File: config.mk
export PLATFORM = sky130hd
export DESIGN_NAME = capture_sensor_flat
export DESIGN_NICKNAME = d
export VERILOG_FILES = /design/src/capture_pkg.sv /design/src/capture_if.sv /design/src/capture_sensor.sv /design/src/flat_wrapper.sv
export SDC_FILE = /design/constraint.sdc
export NUM_CORES = 1
export LEC_CHECK = 0
export ABC_CLOCK_PERIOD_IN_PS = 3400
export BUFFER_PORTS_ARGS = -buffer_cell sky130_fd_sc_hd__buf_4
export CORE_ASPECT_RATIO = 1.4
export CORE_UTILIZATION = 50
export CTS_BUF_LIST = sky130_fd_sc_hd__clkbuf_8
export CTS_CLUSTER_DIAMETER = 80
export CTS_CLUSTER_SIZE = 16
export DETAILED_ROUTE_END_ITERATION = 7
export HOLD_SLACK_MARGIN = 0.15
export PLACE_DENSITY = 0.71
export SLEW_MARGIN = 20
export SYNTH_ARGS = -nofsm -noshare
export SYNTH_HDL_FRONTEND = slang
export SYNTH_SLANG_ARGS = --single-unit
File: constraint.sdc
create_clock -name MCLK -period 3.4 [get_ports MCLK]
set_input_delay 0.17 -clock MCLK [delete_from_list [all_inputs] [get_ports MCLK]]
set_output_delay 0.17 -clock MCLK [all_outputs]
set_load 0.01 [all_outputs]
File: src/capture_pkg.sv
package capture_pkg;
	// Register map
	localparam logic [7:0] MODE_ADDR = 8'h09;
	localparam logic [7:0] EXPTIME_ADDR = 8'h0A;
	localparam logic [7:0] GLOBLEN_ADDR = 8'h0B;
	localparam logic [7:0] READLEN_ADDR = 8'h0C;
	localparam logic [7:0] FRAMETIME_ADDR = 8'h0D;
	localparam logic [7:0] NFRAMES_ADDR = 8'h0E;
	localparam logic [7:0] STATUS_ADDR = 8'h0F;
	localparam int MODE_W = 3;
	localparam int CNT_W = 16;
	localparam logic [MODE_W-1:0] MODE_RST = 3'h0;
	localparam logic [MODE_W-1:0] MODE_FULL_EXT = 3'h0;
	localparam logic [MODE_W-1:0] MODE_PROG_EXT = 3'h1;
	localparam logic [MODE_W-1:0] MODE_TRIG_INT = 3'h2;
	localparam logic [MODE_W-1:0] MODE_STREAM = 3'h3;
	localparam logic [CNT_W-1:0] EXPTIME_RST = 16'h0010;
	localparam logic [CNT_W-1:0] GLOBLEN_RST = 16'h0004;
	localparam logic [CNT_W-1:0] READLEN_RST = 16'h0020;
	localparam logic [CNT_W-1:0] FRAMETIME_RST = 16'h0040;
	localparam logic [7:0] NFRAMES_RST = 8'h01;
	// Least request pulse width at the controller, in ns and cycles
	localparam int CLK_PERIOD_NS = 100;
	localparam int REQ_PULSE_NS = 300;
	localparam int REQ_PULSE_CYC = (REQ_PULSE_NS + CLK_PERIOD_NS - 1) / CLK_PERIOD_NS;
endpackage

File: src/capture_if.sv
`timescale 1ns/10ps
`default_nettype none
// Request pins between frame controller and sensor
interface capture_if;
	logic exposure_request_in;
	logic frame_request_in;
	modport sensor (input exposure_request_in, input frame_request_in);
	modport controller (output exposure_request_in, output frame_request_in);
endinterface
`default_nettype wire

File: src/capture_sensor.sv
`timescale 1ns/10ps
`default_nettype none
module capture_sensor
	import capture_pkg::*;
(
	input wire logic MCLK,
	input wire logic SRST,
	capture_if.sensor LINK,
	input wire logic REG_WE,
	input wire logic [7:0] REG_ADDR,
	input wire logic [15:0] REG_WDATA,
	output logic [15:0] REG_RDATA,
	output logic EXPOSING,
	output logic SAMPLING,
	output logic READING,
	output logic FRAME_CORRUPT,
	output logic FRAME_DONE
);
	typedef enum logic [1:0] {IDLE, GLOBAL_SAMPLE_STATE_S, READOUT} main_t;

	// ****************************************
	// Request synchronisers
	// ****************************************
	logic [2:0] exp_sync_q, exp_sync_d, frm_sync_q, frm_sync_d;
	logic exp_pulse, frm_pulse;
	always_comb begin
		exp_sync_d = {exp_sync_q[1:0], LINK.exposure_request_in};
		frm_sync_d = {frm_sync_q[1:0], LINK.frame_request_in};
	end
	always_ff @(posedge MCLK) begin
		if (SRST) begin
			exp_sync_q <= 3'h0;
			frm_sync_q <= 3'h0;
		end else begin
			exp_sync_q <= exp_sync_d;
			frm_sync_q <= frm_sync_d;
		end
	end
	// Edge detect on second and third stages only
	assign exp_pulse = exp_sync_q[1] & ~exp_sync_q[2];
	assign frm_pulse = frm_sync_q[1] & ~frm_sync_q[2];

	// ****************************************
	// Registers
	// ****************************************
	logic [MODE_W-1:0] mode_q, mode_d;
	logic [CNT_W-1:0] exptime_q, exptime_d, globlen_q, globlen_d;
	logic [CNT_W-1:0] readlen_q, readlen_d, ftime_q, ftime_d;
	logic [7:0] nframes_q, nframes_d;
	logic [15:0] rdata_d;
	always_comb begin
		mode_d = mode_q;
		exptime_d = exptime_q;
		globlen_d = globlen_q;
		readlen_d = readlen_q;
		ftime_d = ftime_q;
		nframes_d = nframes_q;
		if (REG_WE) begin
			unique case (REG_ADDR)
				MODE_ADDR: mode_d = REG_WDATA[MODE_W-1:0];
				EXPTIME_ADDR: exptime_d = REG_WDATA;
				GLOBLEN_ADDR: globlen_d = REG_WDATA;
				READLEN_ADDR: readlen_d = REG_WDATA;
				FRAMETIME_ADDR: ftime_d = REG_WDATA;
				NFRAMES_ADDR: nframes_d = REG_WDATA[7:0];
				default: ;
			endcase
		end
	end
	always_ff @(posedge MCLK) begin
		if (SRST) begin
			mode_q <= MODE_RST;
			exptime_q <= EXPTIME_RST;
			globlen_q <= GLOBLEN_RST;
			readlen_q <= READLEN_RST;
			ftime_q <= FRAMETIME_RST;
			nframes_q <= NFRAMES_RST;
		end else begin
			mode_q <= mode_d;
			exptime_q <= exptime_d;
			globlen_q <= globlen_d;
			readlen_q <= readlen_d;
			ftime_q <= ftime_d;
			nframes_q <= nframes_d;
		end
	end

	// ****************************************
	// Sequencer
	// ****************************************
	main_t st_q, st_d;
	logic exp_on_q, exp_on_d; // Exposure runs beside readout in the two external modes
	logic [CNT_W-1:0] ecnt_q, ecnt_d, scnt_q, scnt_d, fcnt_q, fcnt_d;
	logic [CNT_W-1:0] lat_exp_q, lat_exp_d, lat_ft_q, lat_ft_d;
	logic [7:0] left_q, left_d;
	logic bad_q, bad_d, done_d;
	logic internal, timed, exp_end, start_global_sample_state, corrupt_global_sample_state;
	always_comb begin
		internal = (mode_q == MODE_TRIG_INT) || (mode_q == MODE_STREAM);
		timed = mode_q != MODE_FULL_EXT;
		st_d = st_q;
		exp_on_d = exp_on_q;
		ecnt_d = ecnt_q;
		scnt_d = (scnt_q != '0) ? scnt_q - 16'h0001 : scnt_q;
		fcnt_d = (fcnt_q != '0) ? fcnt_q - 16'h0001 : fcnt_q;
		lat_exp_d = lat_exp_q;
		lat_ft_d = lat_ft_q;
		left_d = left_q;
		bad_d = bad_q;
		done_d = 1'b0;
		start_global_sample_state = 1'b0;
		corrupt_global_sample_state = 1'b0;
		// Programmed timer expiry ends the exposure
		exp_end = timed && exp_on_q && (ecnt_q <= 16'h0001);
		if (exp_on_q && timed && !exp_end) begin
			ecnt_d = ecnt_q - 16'h0001;
		end
		// Exposure request: latch timing, start or restart exposure
		if (exp_pulse && !(internal && (exp_on_q || st_q != IDLE))) begin
			lat_exp_d = exptime_q;
			lat_ft_d = ftime_q;
			ecnt_d = exptime_q;
			exp_on_d = 1'b1;
			if (internal) begin
				left_d = (mode_q == MODE_TRIG_INT) ? nframes_q : 8'h00;
				fcnt_d = '0;
			end
			if (st_q == GLOBAL_SAMPLE_STATE_S) begin
				bad_d = 1'b1;
			end
			exp_end = 1'b0;
		end else if (exp_pulse && mode_q == MODE_TRIG_INT && left_q != 8'hFF) begin
			left_d = left_q + 8'h01; // Extend sequence
		end
		// Internal modes wait for the frame time before ending exposure
		if (internal && exp_end && fcnt_q != '0) begin
			exp_end = 1'b0;
			ecnt_d = 16'h0001;
		end
		if (mode_q == MODE_FULL_EXT && frm_pulse) begin
			start_global_sample_state = 1'b1;
			corrupt_global_sample_state = !exp_on_q || st_q == GLOBAL_SAMPLE_STATE_S;
			exp_on_d = 1'b0;
		end else if (exp_end && !(exp_pulse && exp_on_d && ecnt_d == exptime_q && !internal)) begin
			start_global_sample_state = 1'b1;
			corrupt_global_sample_state = st_q == GLOBAL_SAMPLE_STATE_S;
			exp_on_d = 1'b0;
		end
		unique case (st_q)
			IDLE: ;
			GLOBAL_SAMPLE_STATE_S: begin
				if (scnt_q <= 16'h0001) begin
					st_d = READOUT;
					scnt_d = readlen_q;
				end
			end
			READOUT: begin
				if (scnt_q <= 16'h0001) begin
					done_d = 1'b1;
					bad_d = 1'b0;
					st_d = IDLE;
					if (internal && (mode_q == MODE_STREAM || left_q > 8'h01)) begin
						if (mode_q == MODE_TRIG_INT) begin
							left_d = left_q - 8'h01;
						end
						exp_on_d = 1'b1; // Next frame of the run
						ecnt_d = lat_exp_q;
					end
				end
			end
			default: st_d = IDLE;
		endcase
		if (start_global_sample_state) begin
			st_d = GLOBAL_SAMPLE_STATE_S;
			scnt_d = globlen_q;
			fcnt_d = lat_ft_q;
			bad_d = corrupt_global_sample_state || (exp_pulse && st_q == GLOBAL_SAMPLE_STATE_S);
			if (st_q == READOUT && !corrupt_global_sample_state) begin
				bad_d = 1'b0;
			end
		end
	end
	always_ff @(posedge MCLK) begin
		if (SRST) begin
			st_q <= IDLE;
			exp_on_q <= 1'b0;
			ecnt_q <= '0;
			scnt_q <= '0;
			fcnt_q <= '0;
			lat_exp_q <= EXPTIME_RST;
			lat_ft_q <= FRAMETIME_RST;
			left_q <= 8'h00;
			bad_q <= 1'b0;
			FRAME_DONE <= 1'b0;
		end else begin
			st_q <= st_d;
			exp_on_q <= exp_on_d;
			ecnt_q <= ecnt_d;
			scnt_q <= scnt_d;
			fcnt_q <= fcnt_d;
			lat_exp_q <= lat_exp_d;
			lat_ft_q <= lat_ft_d;
			left_q <= left_d;
			bad_q <= bad_d;
			FRAME_DONE <= done_d;
		end
	end

	// ****************************************
	// Status outputs and read data
	// ****************************************
	always_comb begin
		unique case (REG_ADDR)
			MODE_ADDR: rdata_d = {13'h0000, mode_d};
			EXPTIME_ADDR: rdata_d = exptime_d;
			GLOBLEN_ADDR: rdata_d = globlen_d;
			READLEN_ADDR: rdata_d = readlen_d;
			FRAMETIME_ADDR: rdata_d = ftime_d;
			NFRAMES_ADDR: rdata_d = {8'h00, nframes_d};
			STATUS_ADDR: rdata_d = {12'h000, bad_d, st_d == READOUT, st_d == GLOBAL_SAMPLE_STATE_S, exp_on_d};
			default: rdata_d = 16'h0000;
		endcase
	end
	always_ff @(posedge MCLK) begin
		if (SRST) begin
			REG_RDATA <= 16'h0000;
			EXPOSING <= 1'b0;
			SAMPLING <= 1'b0;
			READING <= 1'b0;
			FRAME_CORRUPT <= 1'b0;
		end else begin
			REG_RDATA <= rdata_d;
			EXPOSING <= exp_on_d;
			SAMPLING <= st_d == GLOBAL_SAMPLE_STATE_S;
			READING <= st_d == READOUT;
			FRAME_CORRUPT <= bad_d;
		end
	end
endmodule
`default_nettype wire

File: src/flat_wrapper.sv
// flat-port wrapper written by rule: the top's interface ports become plain ports
module capture_sensor_flat import capture_pkg::*;
  (MCLK, SRST, REG_WE, REG_ADDR, REG_WDATA, REG_RDATA, EXPOSING, SAMPLING, READING, FRAME_CORRUPT, FRAME_DONE, LINK_exposure_request_in, LINK_frame_request_in);
  capture_if LINK_i ();
  input wire logic MCLK;
  input wire logic SRST;
  input wire logic REG_WE;
  input wire logic [7:0] REG_ADDR;
  input wire logic [15:0] REG_WDATA;
  output logic [15:0] REG_RDATA;
  output logic EXPOSING;
  output logic SAMPLING;
  output logic READING;
  output logic FRAME_CORRUPT;
  output logic FRAME_DONE;
  input wire logic [$bits(LINK_i.exposure_request_in)-1:0] LINK_exposure_request_in;
  input wire logic [$bits(LINK_i.frame_request_in)-1:0] LINK_frame_request_in;
  assign LINK_i.exposure_request_in = LINK_exposure_request_in;
  assign LINK_i.frame_request_in = LINK_frame_request_in;
  capture_sensor u_core (.MCLK(MCLK), .SRST(SRST), .LINK(LINK_i), .REG_WE(REG_WE), .REG_ADDR(REG_ADDR), .REG_WDATA(REG_WDATA), .REG_RDATA(REG_RDATA), .EXPOSING(EXPOSING), .SAMPLING(SAMPLING), .READING(READING), .FRAME_CORRUPT(FRAME_CORRUPT), .FRAME_DONE(FRAME_DONE));
endmodule
== Word-level counts from Yosys, hierarchy flattened ==
Cells that the tools add are included.

* Divide/modulo/power cells: 0
* Reduce and logical (&&, ||, !) cells: 35
* Add/subtract/negate cells: 5
* Shifts and indexed selects: 0
* Bitwise operators: 5
* Multiply operators: 0
* Equality and inequality tests: 15
* Multiplexer cells: 58
* Order comparisons: 3

{| class="wikitable"
|+ Operators by type and width
! kind !! number
|-
| 2-to-1 mux 16 bit || 22
|-
| one-hot mux 16 bit (7 select lines) || 1
|-
| 2-to-1 mux 8 bit || 10
|-
| == test 8 x 4 -> 1 bit (second input constant) || 7
|-
| subtractor 16 x 1 -> 16 bit (second input constant) || 3
|-
| <= comparator 16 x 1 -> 1 bit (second input constant) || 2
|-
| nonzero test 16 bit || 2
|-
| 2-to-1 mux 1 bit || 19
|-
| logical AND 1 bit || 17
|-
| == test 16 bit || 1
|-
| adder 8 x 1 -> 8 bit (second input constant) || 1
|-
| > comparator 8 x 1 -> 1 bit (second input constant) || 1
|-
| inequality test 8 bit (second input constant) || 1
|-
| subtractor 8 x 1 -> 8 bit (second input constant) || 1
|-
| == test 3 x 2 -> 1 bit (second input constant) || 2
|-
| logical NOT 1 bit || 6
|-
| 2-to-1 mux 2 bit || 3
|-
| 2-to-1 mux 3 bit || 2
|-
| one-hot mux 2 bit (3 select lines) || 1
|-
| logical OR 1 bit || 5
|-
| == test 2 x 1 -> 1 bit (second input constant) || 2
|-
| == test 2 bit (second input constant) || 2
|-
| logical NOT 3 bit || 1
|-
| inverter 1 bit || 3
|-
| 5 further kinds || 6
|}

* Bits in latches: 0
* Output and inout bits: 21
* Memories: 0
* Bits in registers: 192
* Bits in writable memories: 0
* Input port bits: 29
* Word-level logic and storage cells: 142
* Bits in read-only memories: 0

== Depth between registers and ports, before layout ==
* Word-level depth: 21
* Gate-level depth with buffers: 10
* Gate-level depth less buffers: 8

== Worst setup path before layout ==
No wires, ideal clock.

* Path kind: flip-flop to flip-flop
* Start point: register u_core.scnt_q[12]
* End point: register u_core.scnt_q[1]
* Clock period less this slack: 2.175 ns
* Data arrival time: 2.041 ns
* Data required time: 3.267 ns
* Stages on the path, launching flop included: 8
* Path buffers: 1
* Slack: 1.225 ns
* Library setup time: 0.133 ns
* Path through: dfxtp_1 -> or4_4 -> or3_4 -> nor4_4 -> buf_4 -> a211oi_2 -> a211oi_1 -> nor3_2

* Word-level cells in the longest chain between the ends: 5
* Elaborated cells between the ends (all ways): 6
* Classes of those cells: 1 x order compare; 4 x mux; 1 x reduce/logical

{| class="wikitable"
|+ RTL lines
! element !! line !! RTL
|-
| start, declared || capture_sensor.sv:93 || <nowiki>logic [CNT_W-1:0] ecnt_q, ecnt_d, scnt_q, scnt_d, fcnt_q, fcnt_d;</nowiki>
|-
| start signal, assigned || capture_sensor.sv:199 || <nowiki>scnt_q <= scnt_d;</nowiki>
|-
| branches (longest 3 deep; another with <= comparator 16 x 1 -> 1 bit) || - ||
|-
| 2-to-1 mux 16 bit (*) || capture_sensor.sv:149 || <nowiki>unique case (st_q)</nowiki>
|-
| 2-to-1 mux 16 bit (*) || capture_sensor.sv:173 || <nowiki>if (start_global_sample_state) begin</nowiki>
|}

Every way passes the cells marked *.
A chain may end at the register's enable or synchronous reset.

== Worst setup path after layout ==
* Start point: register u_core.scnt_q[12]
* End point: register u_core.scnt_q[14]

* Word-level cells in the longest chain between the ends: 5
* Elaborated cells between the ends (all ways): 7
* Classes of those cells: 1 x add/sub; 1 x order compare; 4 x mux; 1 x reduce/logical

{| class="wikitable"
|+ RTL lines
! element !! line !! RTL
|-
| subtractor 16 x 1 -> 16 bit / nonzero test 16 bit (equally long branches) || capture_sensor.sv:104 || <nowiki>scnt_d = (scnt_q != '0) ? scnt_q - 16'h0001 : scnt_q;</nowiki>
|-
| 2-to-1 mux 16 bit || capture_sensor.sv:104 ||
|-
| 2-to-1 mux 16 bit || capture_sensor.sv:152 || <nowiki>if (scnt_q <= 16'h0001) begin</nowiki>
|-
| 2-to-1 mux 16 bit (*) || capture_sensor.sv:149 ||
|-
| 2-to-1 mux 16 bit (*) || capture_sensor.sv:173 ||
|}

Mark *: on every way between the ends. The rest lies on a longest branch, timed or not.

==> qor.yml <==
timing:
  worstMarginPinSlew_ns: 0.935
  finalCriticalPeriod_ns: 2.68
  rsz0062_at_grt: "false"
  setup_total_negative_slack_ns: 0
  timing.max_slew.rel_slack_pct: 37.7
  final_slew_violations: 0
  setup-violations-final: 0
  max_frequency_mhz: 373
  hold_viol_final: 0
  crit_share_post_route_pct: 78.8
  clock_skew_ns: 0.0135
cells_and_area:
  areaGrowthSynthToFinish_pct: 11.2
  n_antenna_cell: 0
  nNetsFinal: 1211
  final_layout_size_suffix_gt1_share_pct: 11.1
  final.fill_count: 1733
synth:
  synth.yosys.warnings: 0
  post-synth-top-area-fraction_pct: 40.9
  netlist.top_cell.by_area: "sky130_fd_sc_hd__dfxtp_1"
  primary_flip_flop_cell_chosen_by_synthesis_mapping: "sky130_fd_sc_hd__dfxtp_1"
  ys_types: 71
  synth_enable_flop_cells: 0
  syn-num-nets: 1179
  synth_area_sq_um: 9390
  sequential_element_share_of_the_synthesized_area_pct: 40.9
  fraction_of_synthesis_flops_using_an_asynchronous_set_or_reset_pin_pct: 0
  instance_count_of_the_mapped_netlist: 1142
  ff_latch_count_synth: 192
  postSynthAreaPerCell_sq_um: 8.22
  synth.top_cells.by_area: "sky130_fd_sc_hd__dfxtp_1 (41%), sky130_fd_sc_hd__mux2i_1 (7.5%), sky130_fd_sc_hd__nand2_1 (6.6%)"
power_and_ir_drop:
  power.static_leakage_nw: 3.98
  powerDensity_nw_per_um2: 557
  vdd_drop_max_uv: 357
  total_power_mw: 5.82
critical_path:
  critical_path_peak_fanout: 14
  cp.arrival_ns: 3.08
  r2r-start: "u_core.scnt_q[12]"
  critPathMaxStageDelay_ns: 0.66
  crit_path_end: "u_core.scnt_q[14]"
  startpoint_type: "flop"
  cp_cell_sequence: "or4_4 -> or3_4 -> nor4_4 -> buf_4 -> nand2_1 -> a311oi_1"
  critPathCaptureType: "flop"
  timing.critical_path.slowest_stage_cell: "sky130_fd_sc_hd__nor4_4"
  critPathLaunch: "u_core.scnt_q[12]"
  worstSetupPathType: "flop to flop"
  critical_path.reg2reg.endpoint: "u_core.scnt_q[14]"
  ff2ff_path_depth: 6
  timing.critical_path.required_ns: 3.80
  reg2reg_setup_slack_ns: 0.72
global_route:
  grt_antenna_before_repair: 0
  first_global_vias: 7976
  gr-total-overflow: 0
  grt_first_pass_wirelength_mm: 42.7
  grt_use_total_pct: 28.2
  grt_max_degree: 91
floorplanning:
  initial_utilization_pct: 51.8
  io-pin-count: 50
  core_area_sq_um: 18100
  die_width_microns: 118
  dieArea_sq_um: 19300
  fp.dieH_microns: 164
  core.rowCount: 58
cts:
  clkLatencyLatePin_ns: 0.48
  path_clk_slew_ns: 0.10
  cts_made_buffers: 17
  cts_buffer_depth: 2
  post_cts.resized_instances: 0
  clock_tree.htree_level_count: 4
  ctsRootBufferMaster: "sky130_fd_sc_hd__clkbuf_8"
  tritoncts: "yes"
  clock_sink_count: 192
route:
  route.detailed.drc: 0
  drt_pre_antenna_iters: 7
  via_per_inst: 6.04
  vias: 8610
  drtAntennaViolNets: 0
  drt-wirelength-per-cell_microns: 18.8
  wirelength_mm: 26.8
  drt_iter0_markers: 607
min_path:
  timing.hold.worst.class: "primary input to flop"
place:
  buffer_ports.inserted: 49
  place.detailed.hpwl_mm: 18.8
  place.gp.congestion: 0.998
job:
  cap_violations: 0
outcome:
  run_status: "complete, no violations"
## what timing repair did
action / CTS / global route
hold endpoints to repair: 91 / 0
setup buffers: 0 / 0
hold buffers: 18 / 0
## layout by cell type (no fill, tap or decap), types with 9 or more instances in the layout
cell type / n
sky130_fd_sc_hd__nand4_1: 10
sky130_fd_sc_hd__xnor2_1: 21
sky130_fd_sc_hd__and3_1: 12
sky130_fd_sc_hd__mux2_2: 12
sky130_fd_sc_hd__nor4_1: 13
sky130_fd_sc_hd__dfxtp_1: 192
sky130_fd_sc_hd__a22oi_1: 11
sky130_fd_sc_hd__buf_4: 70
sky130_fd_sc_hd__dlygate4sd3_1: 18
sky130_fd_sc_hd__nand2_1: 166
sky130_fd_sc_hd__nand2b_1: 9
sky130_fd_sc_hd__nand3_1: 58
sky130_fd_sc_hd__a31oi_1: 11
sky130_fd_sc_hd__mux2i_1: 70
sky130_fd_sc_hd__o21ai_0: 27
sky130_fd_sc_hd__nor2_1: 117
sky130_fd_sc_hd__xor2_1: 18
sky130_fd_sc_hd__a211oi_1: 15
sky130_fd_sc_hd__clkbuf_8: 17
sky130_fd_sc_hd__a21oi_1: 107
sky130_fd_sc_hd__inv_1: 13
sky130_fd_sc_hd__nor3_1: 30
sky130_fd_sc_hd__nor2b_1: 18
sky130_fd_sc_hd__or3_1: 9
sky130_fd_sc_hd__o22ai_1: 9
## worst max-delay path: cells and delay by family (launching register included)
kind	cells	cell delay, ns
AOI/OAI and AO/OA	1	0.25
and+or+nand+nor	4	1.71
DFF	1	0.36
buffers and inverters	1	0.29
## flip-flops by register name (all words and copies together), names as in the netlist, 2 cells and up
signal and flops:
u_core.ftime_q 16, u_core.st_q 2, u_core.frm_sync_q 3, u_core.globlen_q 16, u_core.exp_sync_q 3, u_core.nframes_q 8, u_core.readlen_q 16, u_core.lat_exp_q 16
u_core.left_q 8, u_core.lat_ft_q 16, u_core.scnt_q 16, u_core.fcnt_q 16, u_core.exptime_q 16, u_core.mode_q 3, u_core.ecnt_q 16, u_core.REG_RDATA 16
## cell usage after synthesis (10+ instances only)
cell and number:
sky130_fd_sc_hd__xor2_1 18, sky130_fd_sc_hd__nor2_1 117, sky130_fd_sc_hd__buf_2 14, sky130_fd_sc_hd__and3_1 12, sky130_fd_sc_hd__a22oi_1 11, sky130_fd_sc_hd__dfxtp_1 192, sky130_fd_sc_hd__a31oi_1 11, sky130_fd_sc_hd__xnor2_1 21
sky130_fd_sc_hd__mux2i_1 70, sky130_fd_sc_hd__inv_1 13, sky130_fd_sc_hd__nand2_1 166, sky130_fd_sc_hd__mux2_2 12, sky130_fd_sc_hd__o21ai_0 27, sky130_fd_sc_hd__nor3_1 31, sky130_fd_sc_hd__nand4_1 10, sky130_fd_sc_hd__clkbuf_1 51
sky130_fd_sc_hd__nor4_1 13, sky130_fd_sc_hd__nor2b_1 18, sky130_fd_sc_hd__nand3_1 58, sky130_fd_sc_hd__a21oi_1 109, sky130_fd_sc_hd__a211oi_1 15
## cells by family after synthesis
family	share of synthesized area, %
DFF	40.9
muxes	8.90
xor gates and xnor gates	3.64
adders and majority gates	1.07
and+or+nand+nor	24.7
AOI/OAI and AO/OA	16.9
buffers and inverters	3.90
## power by group
group	internal [mW]	total (mW)	leakage, nW	switching [mW]
Combinational	0.816	1.86	2.25	1.04
Sequential	2.42	2.60	1.55	0.181
Clock	0.514	1.36	0.176	0.850
## layer usage
layer | up-vias | share of wire, % | track usage (%)
met2 | 291 | 49 | 48.2
li1 | 4143 | - | -
met3 | 75 | 5.0 | 5.14
met1 | 4101 | 41 | 33.2
met4 | 0 | 5.1 | 16.3
met5 | - | 0 | 0
## worst min-delay path by stage
stage | end | cells past startpoint | slack, ns | from
CTS | u_core.REG_RDATA[6] | 3 | 0.15 | REG_WE
detailed placement | u_core.exp_sync_q[0] | 2 | 0.39 | LINK_exposure_request_in
floorplan | u_core.globlen_q[2] | 2 | 0.30 | REG_WDATA[2]
global placement | u_core.exp_sync_q[0] | 2 | 0.38 | LINK_exposure_request_in
global route | u_core.REG_RDATA[6] | 3 | 0.15 | REG_WE
finish | u_core.REG_RDATA[6] | 3 | 0.16 | REG_WE
## area by class of cell
type,instances,area [sq um],area share [%]
clock inverters,13,104,0.995
flip-flops and latches,192,3840,36.8
multi-input cells,861,5200,49.8
repair buffers,88,706,6.76
clock buffers,17,234,2.24
well taps,240,300,2.88
inverters,14,52.6,0.503
## through the flow
stage	hold slack (ns)	util [%]	instances	worst slack, ns	area (sq um)
6_report	0.162	57.6	1425	0.720	10400
5_1_grt	0.150	57.6	1425	0.576	10400
4_1_cts	0.153	57.6	1425	0.756	10400
3_5_place_dp	0.393	54.7	1377	0.771	9920
3_3_place_gp	0.380	54.7	1377	0.810	9920
2_1_floorplan	0.295	-	1142	1.23	9390
Power figures use the tool's default switching activity.
